--- config.mk ---
export PLATFORM = sky130hd
export DESIGN_NAME = ldor_regs
export DESIGN_NICKNAME = d
export VERILOG_FILES = /design/src/include/ldor_pkg.sv /design/src/verilog/ldor_regs.sv
export SDC_FILE = /design/constraint.sdc
export NUM_CORES = 1
export LEC_CHECK = 0
export BUFFER_PORTS_ARGS = -buffer_cell sky130_fd_sc_hd__buf_2
export CAP_MARGIN = 30
export CORE_ASPECT_RATIO = 0.7
export CORE_MARGIN = 2
export CORE_UTILIZATION = 40
export DETAILED_ROUTE_END_ITERATION = 6
export HOLD_SLACK_MARGIN = 0.15
export PLACE_DENSITY = 0.59
export SETUP_SLACK_MARGIN = 0.5
export SLEW_MARGIN = 20
export SYNTH_ARGS = -nofsm -noshare
export SYNTH_HDL_FRONTEND = slang
export SYNTH_SLANG_ARGS = --single-unit
--- constraint.sdc ---
create_clock -name clk_in -period 3.55 [get_ports clk_in]
set_input_delay 0.71 -clock clk_in [delete_from_list [all_inputs] [get_ports clk_in]]
set_output_delay 0.71 -clock clk_in [all_outputs]
set_load 0.005 [all_outputs]
--- src/include/ldor_pkg.sv ---
// package: indices, reset values, field layouts and masks of the option register bank
package ldor_pkg;
	// logical device numbers
	localparam logic [7:0] LDN_FLOPPY  = 8'h00;
	localparam logic [7:0] LDN_PRINTER = 8'h03;
	localparam logic [7:0] LDN_SERIAL1 = 8'h04;
	// register indices
	localparam logic [7:0] IDX_FLOPPY_MODE_CTRL   = 8'hf0;
	localparam logic [7:0] IDX_FLOPPY_OPTION_CTRL = 8'hf1;
	localparam logic [7:0] IDX_FLOPPY_DRIVE_TYPE  = 8'hf2;
	localparam logic [7:0] IDX_FLOPPY_RSVD_ZERO   = 8'hf3;
	localparam logic [7:0] IDX_DRIVE0_PARAMS      = 8'hf4;
	localparam logic [7:0] IDX_DRIVE1_PARAMS      = 8'hf5;
	localparam logic [7:0] IDX_PRINTER_PORT_MODE  = 8'hf0;
	localparam logic [7:0] IDX_PRINTER_PORT_MODE2 = 8'hf1;
	localparam logic [7:0] IDX_SERIAL_ONE_MODE    = 8'hf0;
	// reset values
	localparam logic [7:0] RST_FLOPPY_MODE   = 8'h0e;
	localparam logic [7:0] RST_FLOPPY_OPTION = 8'h00;
	localparam logic [7:0] RST_DRIVE_TYPE    = 8'hff;
	localparam logic [7:0] RST_DRIVE_PARAMS  = 8'h00;
	localparam logic [7:0] RST_PP_MODE       = 8'h3c;
	localparam logic [7:0] RST_PP_MODE2      = 8'h00;
	localparam logic [7:0] RST_SERIAL_ONE    = 8'h00;
	// writable-bit masks; cleared bits are reserved and read zero
	localparam logic [7:0] MSK_FLOPPY_MODE   = 8'hcf;
	localparam logic [7:0] MSK_FLOPPY_OPTION = 8'h0d;
	localparam logic [7:0] MSK_DRIVE_TYPE    = 8'hff;
	localparam logic [7:0] MSK_DRIVE_PARAMS  = 8'h5b;
	localparam logic [7:0] MSK_PP_MODE       = 8'hff;
	localparam logic [7:0] MSK_PP_MODE2      = 8'h10;
	localparam logic [7:0] MSK_SERIAL_ONE    = 8'h83;
	// field positions
	localparam int FM_ENHANCED = 0;
	localparam int FM_NONBURST = 1;
	localparam int FM_IFACE_LO = 2;
	localparam int FM_PUSHPULL = 6;
	localparam int FM_TRISTATE = 7;
	localparam int FO_FORCE_WP = 0;
	localparam int FO_DENS_LO  = 2;
	localparam int DP_KIND_LO  = 0;
	localparam int DP_RATE_LO  = 3;
	localparam int DP_PRECOMP  = 6;
	localparam int PP_MODE_LO  = 0;
	localparam int PP_THR_LO   = 3;
	localparam int PP_IRQ_PULSE = 7;
	localparam int PP2_TMO_SEL = 4;
	localparam int SP_MIDI     = 0;
	localparam int SP_HISPEED  = 1;
	localparam int SP_SHARE    = 7;
	// encodings
	localparam logic [2:0] PPM_PRINTER  = 3'h4;
	localparam logic [2:0] PPM_STANDARD = 3'h0;
	localparam logic [1:0] DENS_FORCE_1 = 2'h2;
	localparam logic [1:0] DENS_FORCE_0 = 2'h3;
	localparam int FLOPPY_PINS = 4;
endpackage

--- src/verilog/ldor_regs.sv ---
// logical device option registers with the floppy, printer-port and serial-port glue they steer
// Notes on behaviour
// - bank resets only on power-on or PCI reset; soft reset leaves it alone
// - floppy mode bit 0: 0 normal, 1 enhanced mode 2
// - floppy mode bit 1: 0 burst DMA, 1 non-burst (default)
// - floppy mode bits 3:2 pick interface model, 11 default, 10 reserved
// - floppy mode bit 6: 0 open-drain outputs, 1 push-pull
// - floppy mode bit 7: 1 puts the floppy pins, not the printer-route ones, in high impedance
// - output type and tristate bits never touch floppy signals on printer pins
// - write protect is OR of forced-select terms, drive input and global bit
// - forced write protect also applies through the printer-port pins
// - option bits 3:2 steer density: 0x normal, 10 forces 1, 11 forces 0
// - drive type register: A in 1:0, B in 3:2, 7:4 storage, resets all ones
// - per-drive register: kind 1:0, rate table 4:3, precomp off bit 6
// - second per-drive register has same layout and reset as the first
// - printer mode bits 2:0 select port mode, printer mode default
// - printer mode bits 6:3 hold FIFO threshold, reset 0111
// - printer mode bit 7: pulsed-low interrupt, else follows core level
// - interrupt type bit ignored in printer and standard modes
// - timeout flag clears by write of one, or after status read ends
// - serial mode bit 0 enables MIDI, bit 1 high speed, both reset zero
// - serial mode bit 7 makes both UARTs share one interrupt
// - with share set, both interrupt outputs assert when either UART fires
`timescale 1ns/1ps
`default_nettype none
module ldor_regs (
	input  wire logic                                   clk_in,
	input  wire logic                                   nrst_in,
	input  wire logic                                   soft_reset_in,
	input  wire logic [7:0]                             cfg_ldn_in,
	input  wire logic [7:0]                             cfg_index_in,
	input  wire logic [7:0]                             cfg_wdata_in,
	input  wire logic                                   cfg_wr_in,
	input  wire logic                                   cfg_rd_in,
	output logic      [7:0]                             cfg_rdata_out,
	output logic                                        floppy_enhanced_out,
	output logic                                        floppy_nonburst_out,
	output logic      [1:0]                             floppy_iface_model_out,
	output logic      [1:0]                             drive_a_type_out,
	output logic      [1:0]                             drive_b_type_out,
	output logic      [1:0]                             drive0_kind_select_out,
	output logic      [1:0]                             drive0_rate_table_select_out,
	output logic                                        drive0_precomp_disable_out,
	output logic      [1:0]                             drive1_kind_select_out,
	output logic      [1:0]                             drive1_rate_table_select_out,
	output logic                                        drive1_precomp_disable_out,
	input  wire logic [ldor_pkg::FLOPPY_PINS-1:0]       floppy_core_pins_in,
	output logic      [ldor_pkg::FLOPPY_PINS-1:0]       floppy_pins_out,
	output logic      [ldor_pkg::FLOPPY_PINS-1:0]       floppy_pins_oe_out,
	output logic      [ldor_pkg::FLOPPY_PINS-1:0]       pp_floppy_pins_out,
	output logic      [ldor_pkg::FLOPPY_PINS-1:0]       pp_floppy_pins_oe_out,
	input  wire logic                                   floppy_on_pp_in,
	input  wire logic                                   drive_select_zero_n_in,
	input  wire logic                                   drive_select_one_n_in,
	input  wire logic                                   write_protect_in_n_in,
	input  wire logic                                   pp_drive_select_zero_n_in,
	input  wire logic                                   pp_drive_select_one_n_in,
	input  wire logic                                   pp_write_protect_in_n_in,
	input  wire logic                                   floppy_write_protect_in,
	output logic                                        core_write_protect_out,
	output logic                                        status_reg_a_wp_out,
	input  wire logic                                   density_core_in,
	output logic                                        density_out,
	output logic      [2:0]                             pp_mode_out,
	output logic      [3:0]                             pp_fifo_threshold_out,
	output logic                                        pp_irq_pulse_mode_out,
	input  wire logic                                   pp_irq_core_in,
	output logic                                        pp_irq_out,
	output logic                                        pp_irq_oe_out,
	input  wire logic                                   epp_timeout_set_in,
	input  wire logic                                   epp_status_wr_in,
	input  wire logic                                   epp_status_wdata_in,
	input  wire logic                                   epp_status_rd_in,
	output logic                                        epp_timeout_flag_out,
	output logic                                        serial_midi_out,
	output logic                                        serial_high_speed_out,
	input  wire logic                                   uart1_irq_in,
	input  wire logic                                   uart2_irq_in,
	output logic                                        uart1_irq_out,
	output logic                                        uart2_irq_out
);

	////////////////////////////////////////////////////////////////////////////////
	// register storage

	logic [7:0] fmode_reg;
	logic [7:0] fopt_reg;
	logic [7:0] ftype_reg;
	logic [7:0] drv0_reg;
	logic [7:0] drv1_reg;
	logic [7:0] ppmode_reg;
	logic [7:0] ppmode2_reg;
	logic [7:0] sp1_reg;
	logic       sel_floppy;
	logic       sel_printer;
	logic       sel_serial;

	assign sel_floppy  = cfg_wr_in && (cfg_ldn_in == ldor_pkg::LDN_FLOPPY);
	assign sel_printer = cfg_wr_in && (cfg_ldn_in == ldor_pkg::LDN_PRINTER);
	assign sel_serial  = cfg_wr_in && (cfg_ldn_in == ldor_pkg::LDN_SERIAL1);

	// only nrst_in (power-on or PCI reset) clears the bank; soft_reset_in is
	// deliberately unused here so a soft reset cannot disturb setup
	always_ff @(posedge clk_in or negedge nrst_in) begin
		if (!nrst_in) begin
			fmode_reg <= ldor_pkg::RST_FLOPPY_MODE;
			fopt_reg  <= ldor_pkg::RST_FLOPPY_OPTION;
			ftype_reg <= ldor_pkg::RST_DRIVE_TYPE;
			drv0_reg  <= ldor_pkg::RST_DRIVE_PARAMS;
			drv1_reg  <= ldor_pkg::RST_DRIVE_PARAMS;
		end else if (sel_floppy) begin
			// masks drop reserved bits so they keep reading zero
			unique case (cfg_index_in)
				ldor_pkg::IDX_FLOPPY_MODE_CTRL:
					fmode_reg <= cfg_wdata_in & ldor_pkg::MSK_FLOPPY_MODE;
				ldor_pkg::IDX_FLOPPY_OPTION_CTRL:
					fopt_reg <= cfg_wdata_in & ldor_pkg::MSK_FLOPPY_OPTION;
				ldor_pkg::IDX_FLOPPY_DRIVE_TYPE:
					ftype_reg <= cfg_wdata_in & ldor_pkg::MSK_DRIVE_TYPE;
				ldor_pkg::IDX_DRIVE0_PARAMS:
					drv0_reg <= cfg_wdata_in & ldor_pkg::MSK_DRIVE_PARAMS;
				ldor_pkg::IDX_DRIVE1_PARAMS:
					drv1_reg <= cfg_wdata_in & ldor_pkg::MSK_DRIVE_PARAMS;
				default: ;
			endcase
		end
	end

	// printer-port and serial-port registers
	always_ff @(posedge clk_in or negedge nrst_in) begin
		if (!nrst_in) begin
			ppmode_reg  <= ldor_pkg::RST_PP_MODE;
			ppmode2_reg <= ldor_pkg::RST_PP_MODE2;
			sp1_reg     <= ldor_pkg::RST_SERIAL_ONE;
		end else begin
			if (sel_printer && cfg_index_in == ldor_pkg::IDX_PRINTER_PORT_MODE)
				ppmode_reg <= cfg_wdata_in & ldor_pkg::MSK_PP_MODE;
			if (sel_printer && cfg_index_in == ldor_pkg::IDX_PRINTER_PORT_MODE2)
				ppmode2_reg <= cfg_wdata_in & ldor_pkg::MSK_PP_MODE2;
			if (sel_serial && cfg_index_in == ldor_pkg::IDX_SERIAL_ONE_MODE)
				sp1_reg <= cfg_wdata_in & ldor_pkg::MSK_SERIAL_ONE;
		end
	end

	////////////////////////////////////////////////////////////////////////////////
	// read path: data is registered on the read strobe, unmapped reads give zero

	logic [7:0] rdata_next;

	always_comb begin
		rdata_next = 8'h00;
		if (cfg_ldn_in == ldor_pkg::LDN_FLOPPY) begin
			unique case (cfg_index_in)
				ldor_pkg::IDX_FLOPPY_MODE_CTRL:   rdata_next = fmode_reg;
				ldor_pkg::IDX_FLOPPY_OPTION_CTRL: rdata_next = fopt_reg;
				ldor_pkg::IDX_FLOPPY_DRIVE_TYPE:  rdata_next = ftype_reg;
				ldor_pkg::IDX_FLOPPY_RSVD_ZERO:   rdata_next = 8'h00;
				ldor_pkg::IDX_DRIVE0_PARAMS:      rdata_next = drv0_reg;
				ldor_pkg::IDX_DRIVE1_PARAMS:      rdata_next = drv1_reg;
				default:                          rdata_next = 8'h00;
			endcase
		end else if (cfg_ldn_in == ldor_pkg::LDN_PRINTER) begin
			if (cfg_index_in == ldor_pkg::IDX_PRINTER_PORT_MODE)
				rdata_next = ppmode_reg;
			else if (cfg_index_in == ldor_pkg::IDX_PRINTER_PORT_MODE2)
				rdata_next = ppmode2_reg;
		end else if (cfg_ldn_in == ldor_pkg::LDN_SERIAL1) begin
			if (cfg_index_in == ldor_pkg::IDX_SERIAL_ONE_MODE)
				rdata_next = sp1_reg;
		end
	end

	// holds the last read value between strobes
	always_ff @(posedge clk_in or negedge nrst_in) begin
		if (!nrst_in)
			cfg_rdata_out <= 8'h00;
		else if (cfg_rd_in)
			cfg_rdata_out <= rdata_next;
	end

	////////////////////////////////////////////////////////////////////////////////
	// field outputs

	always_ff @(posedge clk_in or negedge nrst_in) begin
		if (!nrst_in) begin
			floppy_enhanced_out          <= 1'b0;
			floppy_nonburst_out          <= 1'b1;
			floppy_iface_model_out       <= 2'h3;
			drive_a_type_out             <= 2'h3;
			drive_b_type_out             <= 2'h3;
			drive0_kind_select_out       <= 2'h0;
			drive0_rate_table_select_out <= 2'h0;
			drive0_precomp_disable_out   <= 1'b0;
			drive1_kind_select_out       <= 2'h0;
			drive1_rate_table_select_out <= 2'h0;
			drive1_precomp_disable_out   <= 1'b0;
			pp_mode_out                  <= ldor_pkg::PPM_PRINTER;
			pp_fifo_threshold_out        <= 4'h7;
			serial_midi_out              <= 1'b0;
			serial_high_speed_out        <= 1'b0;
		end else begin
			floppy_enhanced_out          <= fmode_reg[ldor_pkg::FM_ENHANCED];
			floppy_nonburst_out          <= fmode_reg[ldor_pkg::FM_NONBURST];
			floppy_iface_model_out       <= fmode_reg[ldor_pkg::FM_IFACE_LO +: 2];
			drive_a_type_out             <= ftype_reg[1:0];
			drive_b_type_out             <= ftype_reg[3:2];
			drive0_kind_select_out       <= drv0_reg[ldor_pkg::DP_KIND_LO +: 2];
			drive0_rate_table_select_out <= drv0_reg[ldor_pkg::DP_RATE_LO +: 2];
			drive0_precomp_disable_out   <= drv0_reg[ldor_pkg::DP_PRECOMP];
			drive1_kind_select_out       <= drv1_reg[ldor_pkg::DP_KIND_LO +: 2];
			drive1_rate_table_select_out <= drv1_reg[ldor_pkg::DP_RATE_LO +: 2];
			drive1_precomp_disable_out   <= drv1_reg[ldor_pkg::DP_PRECOMP];
			pp_mode_out                  <= ppmode_reg[ldor_pkg::PP_MODE_LO +: 3];
			pp_fifo_threshold_out        <= ppmode_reg[ldor_pkg::PP_THR_LO +: 4];
			serial_midi_out              <= sp1_reg[ldor_pkg::SP_MIDI];
			serial_high_speed_out        <= sp1_reg[ldor_pkg::SP_HISPEED];
		end
	end

	////////////////////////////////////////////////////////////////////////////////
	// pin synchronisers: three stages, a change counts once stages two and three agree

	localparam int NSYNC = 6;
	logic [NSYNC-1:0] pin_raw;
	logic [NSYNC-1:0] pin_s1;
	logic [NSYNC-1:0] pin_s2;
	logic [NSYNC-1:0] pin_s3;
	logic [NSYNC-1:0] pin_q;

	assign pin_raw = {pp_write_protect_in_n_in, pp_drive_select_one_n_in,
		pp_drive_select_zero_n_in, write_protect_in_n_in,
		drive_select_one_n_in, drive_select_zero_n_in};

	// active-low pins idle high, so the chain resets high
	always_ff @(posedge clk_in or negedge nrst_in) begin
		if (!nrst_in) begin
			pin_s1 <= {NSYNC{1'b1}};
			pin_s2 <= {NSYNC{1'b1}};
			pin_s3 <= {NSYNC{1'b1}};
			pin_q  <= {NSYNC{1'b1}};
		end else begin
			pin_s1 <= pin_raw;
			pin_s2 <= pin_s1;
			pin_s3 <= pin_s2;
			for (int i = 0; i < NSYNC; i++) begin
				if (pin_s2[i] == pin_s3[i])
					pin_q[i] <= pin_s3[i];
			end
		end
	end

	////////////////////////////////////////////////////////////////////////////////
	// write protect merge; the printer-port route gets the same forcing

	logic ds0_act;
	logic ds1_act;
	logic wp_pin_act;
	logic wp_next;

	assign ds0_act    = floppy_on_pp_in ? !pin_q[3] : !pin_q[0];
	assign ds1_act    = floppy_on_pp_in ? !pin_q[4] : !pin_q[1];
	assign wp_pin_act = floppy_on_pp_in ? !pin_q[5] : !pin_q[2];
	assign wp_next    = (ds0_act && fopt_reg[ldor_pkg::FO_FORCE_WP])
		|| (ds1_act && fopt_reg[ldor_pkg::FO_FORCE_WP])
		|| wp_pin_act || floppy_write_protect_in;

	always_ff @(posedge clk_in or negedge nrst_in) begin
		if (!nrst_in) begin
			core_write_protect_out <= 1'b0;
			status_reg_a_wp_out    <= 1'b0;
		end else begin
			core_write_protect_out <= wp_next;
			status_reg_a_wp_out    <= wp_next;
		end
	end

	////////////////////////////////////////////////////////////////////////////////
	// density and floppy output drivers

	logic [1:0] dens_sel;
	assign dens_sel = fopt_reg[ldor_pkg::FO_DENS_LO +: 2];

	// printer-route pins ignore output type and tristate on purpose
	always_ff @(posedge clk_in or negedge nrst_in) begin
		if (!nrst_in) begin
			density_out           <= 1'b0;
			floppy_pins_out       <= '0;
			floppy_pins_oe_out    <= '0;
			pp_floppy_pins_out    <= '0;
			pp_floppy_pins_oe_out <= '0;
		end else begin
			if (dens_sel == ldor_pkg::DENS_FORCE_1)
				density_out <= 1'b1;
			else if (dens_sel == ldor_pkg::DENS_FORCE_0)
				density_out <= 1'b0;
			else
				density_out <= density_core_in;
			floppy_pins_out <= floppy_core_pins_in;
			if (fmode_reg[ldor_pkg::FM_TRISTATE])
				floppy_pins_oe_out <= '0;
			else if (fmode_reg[ldor_pkg::FM_PUSHPULL])
				floppy_pins_oe_out <= '1;
			else
				floppy_pins_oe_out <= ~floppy_core_pins_in; // open drain drives lows only
			pp_floppy_pins_out    <= floppy_core_pins_in;
			pp_floppy_pins_oe_out <= {ldor_pkg::FLOPPY_PINS{floppy_on_pp_in}};
		end
	end

	////////////////////////////////////////////////////////////////////////////////
	// printer-port interrupt pin

	logic pulse_mode;
	logic irq_core_d;
	assign pulse_mode = ppmode_reg[ldor_pkg::PP_IRQ_PULSE]
		&& ppmode_reg[2:0] != ldor_pkg::PPM_PRINTER
		&& ppmode_reg[2:0] != ldor_pkg::PPM_STANDARD;
	assign pp_irq_pulse_mode_out = pulse_mode;

	// pulse mode: one cycle low on a rising core request, then released
	always_ff @(posedge clk_in or negedge nrst_in) begin
		if (!nrst_in) begin
			irq_core_d    <= 1'b0;
			pp_irq_out    <= 1'b0;
			pp_irq_oe_out <= 1'b1;
		end else begin
			irq_core_d <= pp_irq_core_in;
			if (pulse_mode) begin
				pp_irq_out    <= 1'b0;
				pp_irq_oe_out <= pp_irq_core_in && !irq_core_d;
			end else begin
				pp_irq_out    <= pp_irq_core_in;
				pp_irq_oe_out <= 1'b1;
			end
		end
	end

	////////////////////////////////////////////////////////////////////////////////
	// timeout flag: a set arriving with a clear wins, so no event is lost

	logic rd_d;
	logic tmo_clear;
	assign tmo_clear = ppmode2_reg[ldor_pkg::PP2_TMO_SEL]
		? (rd_d && !epp_status_rd_in)
		: (epp_status_wr_in && epp_status_wdata_in);

	always_ff @(posedge clk_in or negedge nrst_in) begin
		if (!nrst_in) begin
			rd_d                 <= 1'b0;
			epp_timeout_flag_out <= 1'b0;
		end else begin
			rd_d <= epp_status_rd_in;
			if (epp_timeout_set_in)
				epp_timeout_flag_out <= 1'b1;
			else if (tmo_clear)
				epp_timeout_flag_out <= 1'b0;
		end
	end

	////////////////////////////////////////////////////////////////////////////////
	// UART interrupt sharing; software leaves one UART with no IRQ

	always_ff @(posedge clk_in or negedge nrst_in) begin
		if (!nrst_in) begin
			uart1_irq_out <= 1'b0;
			uart2_irq_out <= 1'b0;
		end else if (sp1_reg[ldor_pkg::SP_SHARE]) begin
			uart1_irq_out <= uart1_irq_in || uart2_irq_in;
			uart2_irq_out <= uart1_irq_in || uart2_irq_in;
		end else begin
			uart1_irq_out <= uart1_irq_in;
			uart2_irq_out <= uart2_irq_in;
		end
	end

	////////////////////////////////////////////////////////////////////////////////
	// assertions

	a_share_both_fire: assert property (@(posedge clk_in) disable iff (!nrst_in)
		sp1_reg[ldor_pkg::SP_SHARE] && (uart1_irq_in || uart2_irq_in)
		|=> uart1_irq_out && uart2_irq_out)
		else $error("shared uart irq not on both outputs");
	a_own_irq_split: assert property (@(posedge clk_in) disable iff (!nrst_in)
		!sp1_reg[ldor_pkg::SP_SHARE] && uart1_irq_in && !uart2_irq_in
		|=> uart1_irq_out && !uart2_irq_out)
		else $error("unshared uart irq leaked");
	a_tristate_floppy: assert property (@(posedge clk_in) disable iff (!nrst_in)
		fmode_reg[ldor_pkg::FM_TRISTATE] |=> floppy_pins_oe_out == '0)
		else $error("floppy pins driven while tristated");
	a_pp_route_kept: assert property (@(posedge clk_in) disable iff (!nrst_in)
		floppy_on_pp_in |=> pp_floppy_pins_oe_out == '1)
		else $error("printer-route floppy pins disturbed");
	a_forced_wp: assert property (@(posedge clk_in) disable iff (!nrst_in)
		fopt_reg[ldor_pkg::FO_FORCE_WP] && ds0_act |=> core_write_protect_out
		&& status_reg_a_wp_out)
		else $error("forced write protect missing");
	a_wp_idle_low: assert property (@(posedge clk_in) disable iff (!nrst_in)
		!ds0_act && !ds1_act && !wp_pin_act && !floppy_write_protect_in
		|=> !core_write_protect_out)
		else $error("write protect without cause");
	a_density_force: assert property (@(posedge clk_in) disable iff (!nrst_in)
		dens_sel == ldor_pkg::DENS_FORCE_0 |=> !density_out)
		else $error("density not forced low");
	a_irq_type_ignored: assert property (@(posedge clk_in) disable iff (!nrst_in)
		ppmode_reg[2:0] == ldor_pkg::PPM_PRINTER |-> !pp_irq_pulse_mode_out)
		else $error("irq type honoured in printer mode");
	a_tmo_set_wins: assert property (@(posedge clk_in) disable iff (!nrst_in)
		epp_timeout_set_in |=> epp_timeout_flag_out)
		else $error("timeout event lost");
	a_tmo_rd_clear: assert property (@(posedge clk_in) disable iff (!nrst_in)
		ppmode2_reg[ldor_pkg::PP2_TMO_SEL] && $fell(epp_status_rd_in)
		&& !epp_timeout_set_in |=> !epp_timeout_flag_out)
		else $error("timeout flag not cleared after read");
	a_rsvd_zero: assert property (@(posedge clk_in) disable iff (!nrst_in)
		(drv0_reg & ~ldor_pkg::MSK_DRIVE_PARAMS) == 8'h00 && sp1_reg[6:2] == 5'h00)
		else $error("reserved bits set");
	a_soft_reset_keeps: assert property (@(posedge clk_in) disable iff (!nrst_in)
		soft_reset_in && !cfg_wr_in |=> $stable(fmode_reg) && $stable(ppmode_reg))
		else $error("soft reset changed bank");
	c_share_event: cover property (@(posedge clk_in) disable iff (!nrst_in)
		sp1_reg[ldor_pkg::SP_SHARE] && uart2_irq_in);
	c_pulse_irq: cover property (@(posedge clk_in) disable iff (!nrst_in)
		pulse_mode && pp_irq_oe_out);
	c_tmo_clear: cover property (@(posedge clk_in) disable iff (!nrst_in)
		epp_timeout_flag_out ##1 !epp_timeout_flag_out);

endmodule // ldor_regs
`default_nettype wire

# Yosys cells after proc, flatten, opt, wreduce, memory -nomap -nowiden
# Cells that the tools add are included.
# classes
bitwise_logic	1
eq_ne	16
mux	21
n_reduce_logical	33
# op_table
cell	n
$eq 8x8->1 const B	5
$mux 8	5
$pmux 8 s5	1
$logic_and 1x1->1	13
$mux 1	12
$reduce_and 2->1	5
$eq 8x2->1 const B	1
$eq 8x3->1 const B	1
$logic_not 1->1	8
$logic_not 8->1	1
$mux 4	2
$eq 1x1->1	6
$mux 5	1
$eq 2x2->1 const B	2
$logic_or 1x1->1	4
$not 4->4	1
$ne 3x3->1 const B	1
$reduce_bool 3->1	1
$reduce_bool 2->1	1
# totals
word_cells	116
output_inout_bits	60
input_bits	49
regBits	116

# Longest topological paths before layout
# depth
ltp_word	6
depth_mapped	6
mapped_depth_nobuf	4

# Worst setup path before layout
# Ideal clock, no wire load.
# synth_path
path_type	input port to flip-flop
startpoint	input port cfg_ldn_in[4]
endpoint	register ftype_reg[0]
arrival_ns	2.303
stages	5
required_time_ns	3.468
setup_slack_ns	1.165
setup_ns	0.082
cell_sequence	or4_4 -> nor4_4 -> and3_1 -> buf_6 -> mux2_2
# synth_between
elab_chain_len	3
# synth_lines
element	line	rtl
start: declaration	ldor_regs.sv:30	input wire logic [7:0] cfg_ldn_in,
$logic_not 8->1	ldor_regs.sv:98	assign sel_floppy = cfg_wr_in && (cfg_ldn_in == ldor_pkg::LDN_FLOPPY);
$logic_and 1x1->1	ldor_regs.sv:98	
$reduce_and 2->1 (no line)	n/a	
end signal: assignment	ldor_regs.sv:108	ftype_reg <= ldor_pkg::RST_DRIVE_TYPE;
end signal: assignment	ldor_regs.sv:119	ftype_reg <= cfg_wdata_in & ldor_pkg::MSK_DRIVE_TYPE;
end: declaration	ldor_regs.sv:88	logic [7:0] ftype_reg;
# No other way between the ends.
# A chain may end at the register's enable or synchronous reset.

# Final worst setup path
# layout_path
startpoint	input port cfg_ldn_in[4]
endpoint	register drv0_reg[0]
# layout_between
elab_chain_len	3
# layout_lines
element	line	rtl
$logic_not 8->1	ldor_regs.sv:98	
$logic_and 1x1->1	ldor_regs.sv:98	
$reduce_and 2->1 (no line)	n/a	
end signal: assignment	ldor_regs.sv:109	drv0_reg <= ldor_pkg::RST_DRIVE_PARAMS;
end signal: assignment	ldor_regs.sv:121	drv0_reg <= cfg_wdata_in & ldor_pkg::MSK_DRIVE_PARAMS;
end: declaration	ldor_regs.sv:89	logic [7:0] drv0_reg;
# No other way between the ends.

==> metrics.md <==
| Metric | Value |
|---|---|
| CTS Buf Count | `17` |
| Fillcell total | `899` |
| Antenna-violating nets left | `0` |
| Fmax | `453 MHz` |
| Fin. Hold Viols | `0` |
| Worst setup path class | `input port to flip-flop` |
| Flops & latches, synth | `116` |
| Pwr Total | `0.00325 W` |
| Endpoint type of the worst setup path | `flip-flop` |
| Post-CTS sizing | `0` |
| Final nets | `448` |
| Commonest cells after routing, fill and taps aside | `buf_2 (106), dfrtp_1 (65), dfstp_2 (51), mux2_2 (42), clkbuf_16 (17)` |
| Post-DP HPWL | `6290 µm` |
| Largest family of logic cells by synthesized area | `multiplexers` |
| H-tree Lvls | `4` |
| Worst r2r src | `drv1_reg[6]` |
| Setup Skew | `0.00742 ns` |
| Final setup violation count | `0` |
| GR peak layer | `met2` |
| Mapped Nets | `336` |
| Min-delay src | `pin_s1[1]` |
| Post-CTS setup buffers | `0` |
| Post-Place Cell Area | `4970 µm²` |
| Worst Path Max Fanout | `5` |
| # Max-Cap Violations | `0` |
| Yosys warns | `0` |
| Core area | `10400 µm²` |
| DR vias | `2721` |
| Critical Path RT | `3.84 ns` |
| Clock-pin slew on the worst setup and hold paths | `0.05 ns` |
| Post-Synthesis Cells | `287` |
| Synth Area in Adders | `1.38%` |
| Reg area | `2970 µm²` |
| Chip Width | `128 µm` |
| Die Height | `91.1 µm` |
| WL/cell | `17.1 µm` |
| Global placement routability congestion | `0.743` |
| First-pass DRT Iterations | `4` |
| Slew Viols, Final | `0` |
| Startpoint types | `input port` |
| Grt total ovfl | `0` |
| Starting Density | `41.6%` |
| Post-Synth Simple-Gate Area | `8.34%` |
| Synth Area in Compound Gates | `6.11%` |
| Worst-Skew Late Latency | `0.41 ns` |
| Largest net degree at the start of global routing | `66` |
| P&R area growth vs syn | `28.9%` |
| # rows | `31` |
| Outcome | `completed` |
| CTS tree | `done` |
| Antenna violations before repair | `0` |
| Max VDD drop | `345 µV` |
| Commonest non-fill, non-tap cell in the layout | `buf_2` |
| Fin crit share | `62.2%` |
| Mux contribution to synthesized area | `12.7%` |
| Seq/Total Area, Yosys | `68.4%` |
| Post-synthesis xor/xnor area fraction | `0%` |
| First-pass GRT wire length | `14800 µm` |
| Drt drc | `0` |
| Syn Std Cell Area | `4340 µm²` |
| Drt first-iter violations | `172` |
| Largest cells by area after synthesis | `dfrtp_1 (37%), dfstp_2 (31%), mux2_2 (11%), mux2i_1 (1.8%), maj3_1 (1.4%)` |
| Netlist cell types | `42` |
| Clock Tree Buf Depth | `2` |
| RSZ-0062 raised after global routing | `false` |
| Type of the tightest min-delay check | `flip-flop to flip-flop` |
| Yosys top cell by area | `dfrtp_1` |
| Met3 Resource Use GR | `7.13%` |
| Worst Max-Slew Pin Slew | `0.824 ns` |
| Port Buffers | `107` |
| Design Area, Final | `5590 µm²` |
| Static leakage | `2.73 nW` |
| Die ar. | `11700 µm²` |
| Slew headroom | `45.1%` |
| GR Layer Usage met1 | `24.1%` |
| Final setup TNS | `0 ns` |
| Area share of the largest cell type after synthesis | `37.5%` |
| Final WL | `9300 µm` |
| Multi-input gate area | `1240 µm²` |
| Share of layout cells above drive strength 1 | `58.3%` |
| Crit path from | `cfg_ldn_in[4]` |
| Vias/cell | `5.00` |
| Clock root cell | `clkbuf_16` |
| Syn avg cell area | `15.1 µm²` |
| Pwr dens | `582 nW/µm²` |
| WP data arrival | `2.49 ns` |
| # IOs | `109` |
| CTS Hold Bufs | `0` |
| Met2 GRT Util | `24.2%` |
| GR Util All Layers | `17.2%` |
| Clock Sinks | `116` |
| Tmin final | `2.21 ns` |
| N_diodes | `0` |
| Vias in the first global route | `2748` |
[stage by stage]
| step | hold slack (ns) | utilization, % | instances | worst slack [ns] |
|---|---|---|---|---|
| 4_1_cts | 0.355 | 53.6 | 544 | 1.35 |
| 5_1_grt | 0.356 | 53.6 | 544 | 1.30 |
| 3_3_place_gp | 0.346 | 47.6 | 512 | 0.932 |
| 6_report | 0.354 | 53.6 | 544 | 1.34 |
| 2_1_floorplan | 0.345 | - | 287 | 1.17 |
| 3_5_place_dp | 0.347 | 47.6 | 512 | 0.919 |
[worst max-delay path, stage by stage]
cell and delay [ns]:
buf_2 0.09, or4_4 0.54, and4bb_2 0.36, nand4b_1 0.38
mux2_2 0.41
[report_power, final]
part           switching [W]  internal, W
Combinational      0.0000748    0.0000485
Clock               0.000557      0.00119
Sequential         0.0000121      0.00137
[cell usage after synthesis (all sizes together)]
library cell	instances
and4bb	1
o2bb2ai	1
nand4	5
and3	3
o21ai	11
nand2b	2
nor2b	2
a221o	1
nor4	1
mux2	42
o211ai	1
nand2	8
nor2	5
nor3	3
a21oi	6
nand3b	5
dfstp	51
or4b	1
mux2i	8
a21o	2
a22oi	2
o21bai	1
o221ai	3
a32o	3
a41o	1
clkbuf	6
and3b	1
buf	11
and4	1
nor3b	2
inv	6
nand4b	4
maj3	6
dfrtp	65
nand3	9
a22o	4
or4	1
o21a	2
[final cells by class]
cell class	instances	share of cell area [%]
inverters	6	0.403
multi-input cells	148	22.2
clock buffers	24	8.97
flip-flops and latches	116	53.1
clock inverters	8	2.17
repair buffers	110	10.3
well taps	132	2.95
[logic make-up (layout without fill, tap and decap cells)]
group | count (synthesis) | count (layout)
DFF | 116 | 116
and+or+nand+nor | 54 | 54
muxes | 50 | 50
AOI/OAI and AO/OA | 38 | 38
buffers and inverters | 23 | 148
adders and majority gates | 6 | 6
[path summary, 6_finish.rpt]
| path | endpoint | slack (ns) | cells after the start |
|---|---|---|---|
| setup / recovery | drv0_reg[0] | 1.34 | 5 |
| hold / removal | pin_s2[1] | 0.35 | 0 |
| max in group asynchronous | pin_s2[4] | 2.35 | 2 |
| hold reg to reg | pin_s2[1] | 0.35 | 0 |
| setup reg to reg | cfg_rdata_out[6] | 2.22 | 4 |
| min in group asynchronous | rd_d | 0.38 | 1 |
[routing by layer]
metal / share of wire [%] / vias up
met1: 47 / 1363
li1: - / 1260
met2: 45 / 88
met5: 0 / -
met3: 7.1 / 10
met4: 1.1 / 0
Power figures use the tool's default switching activity.
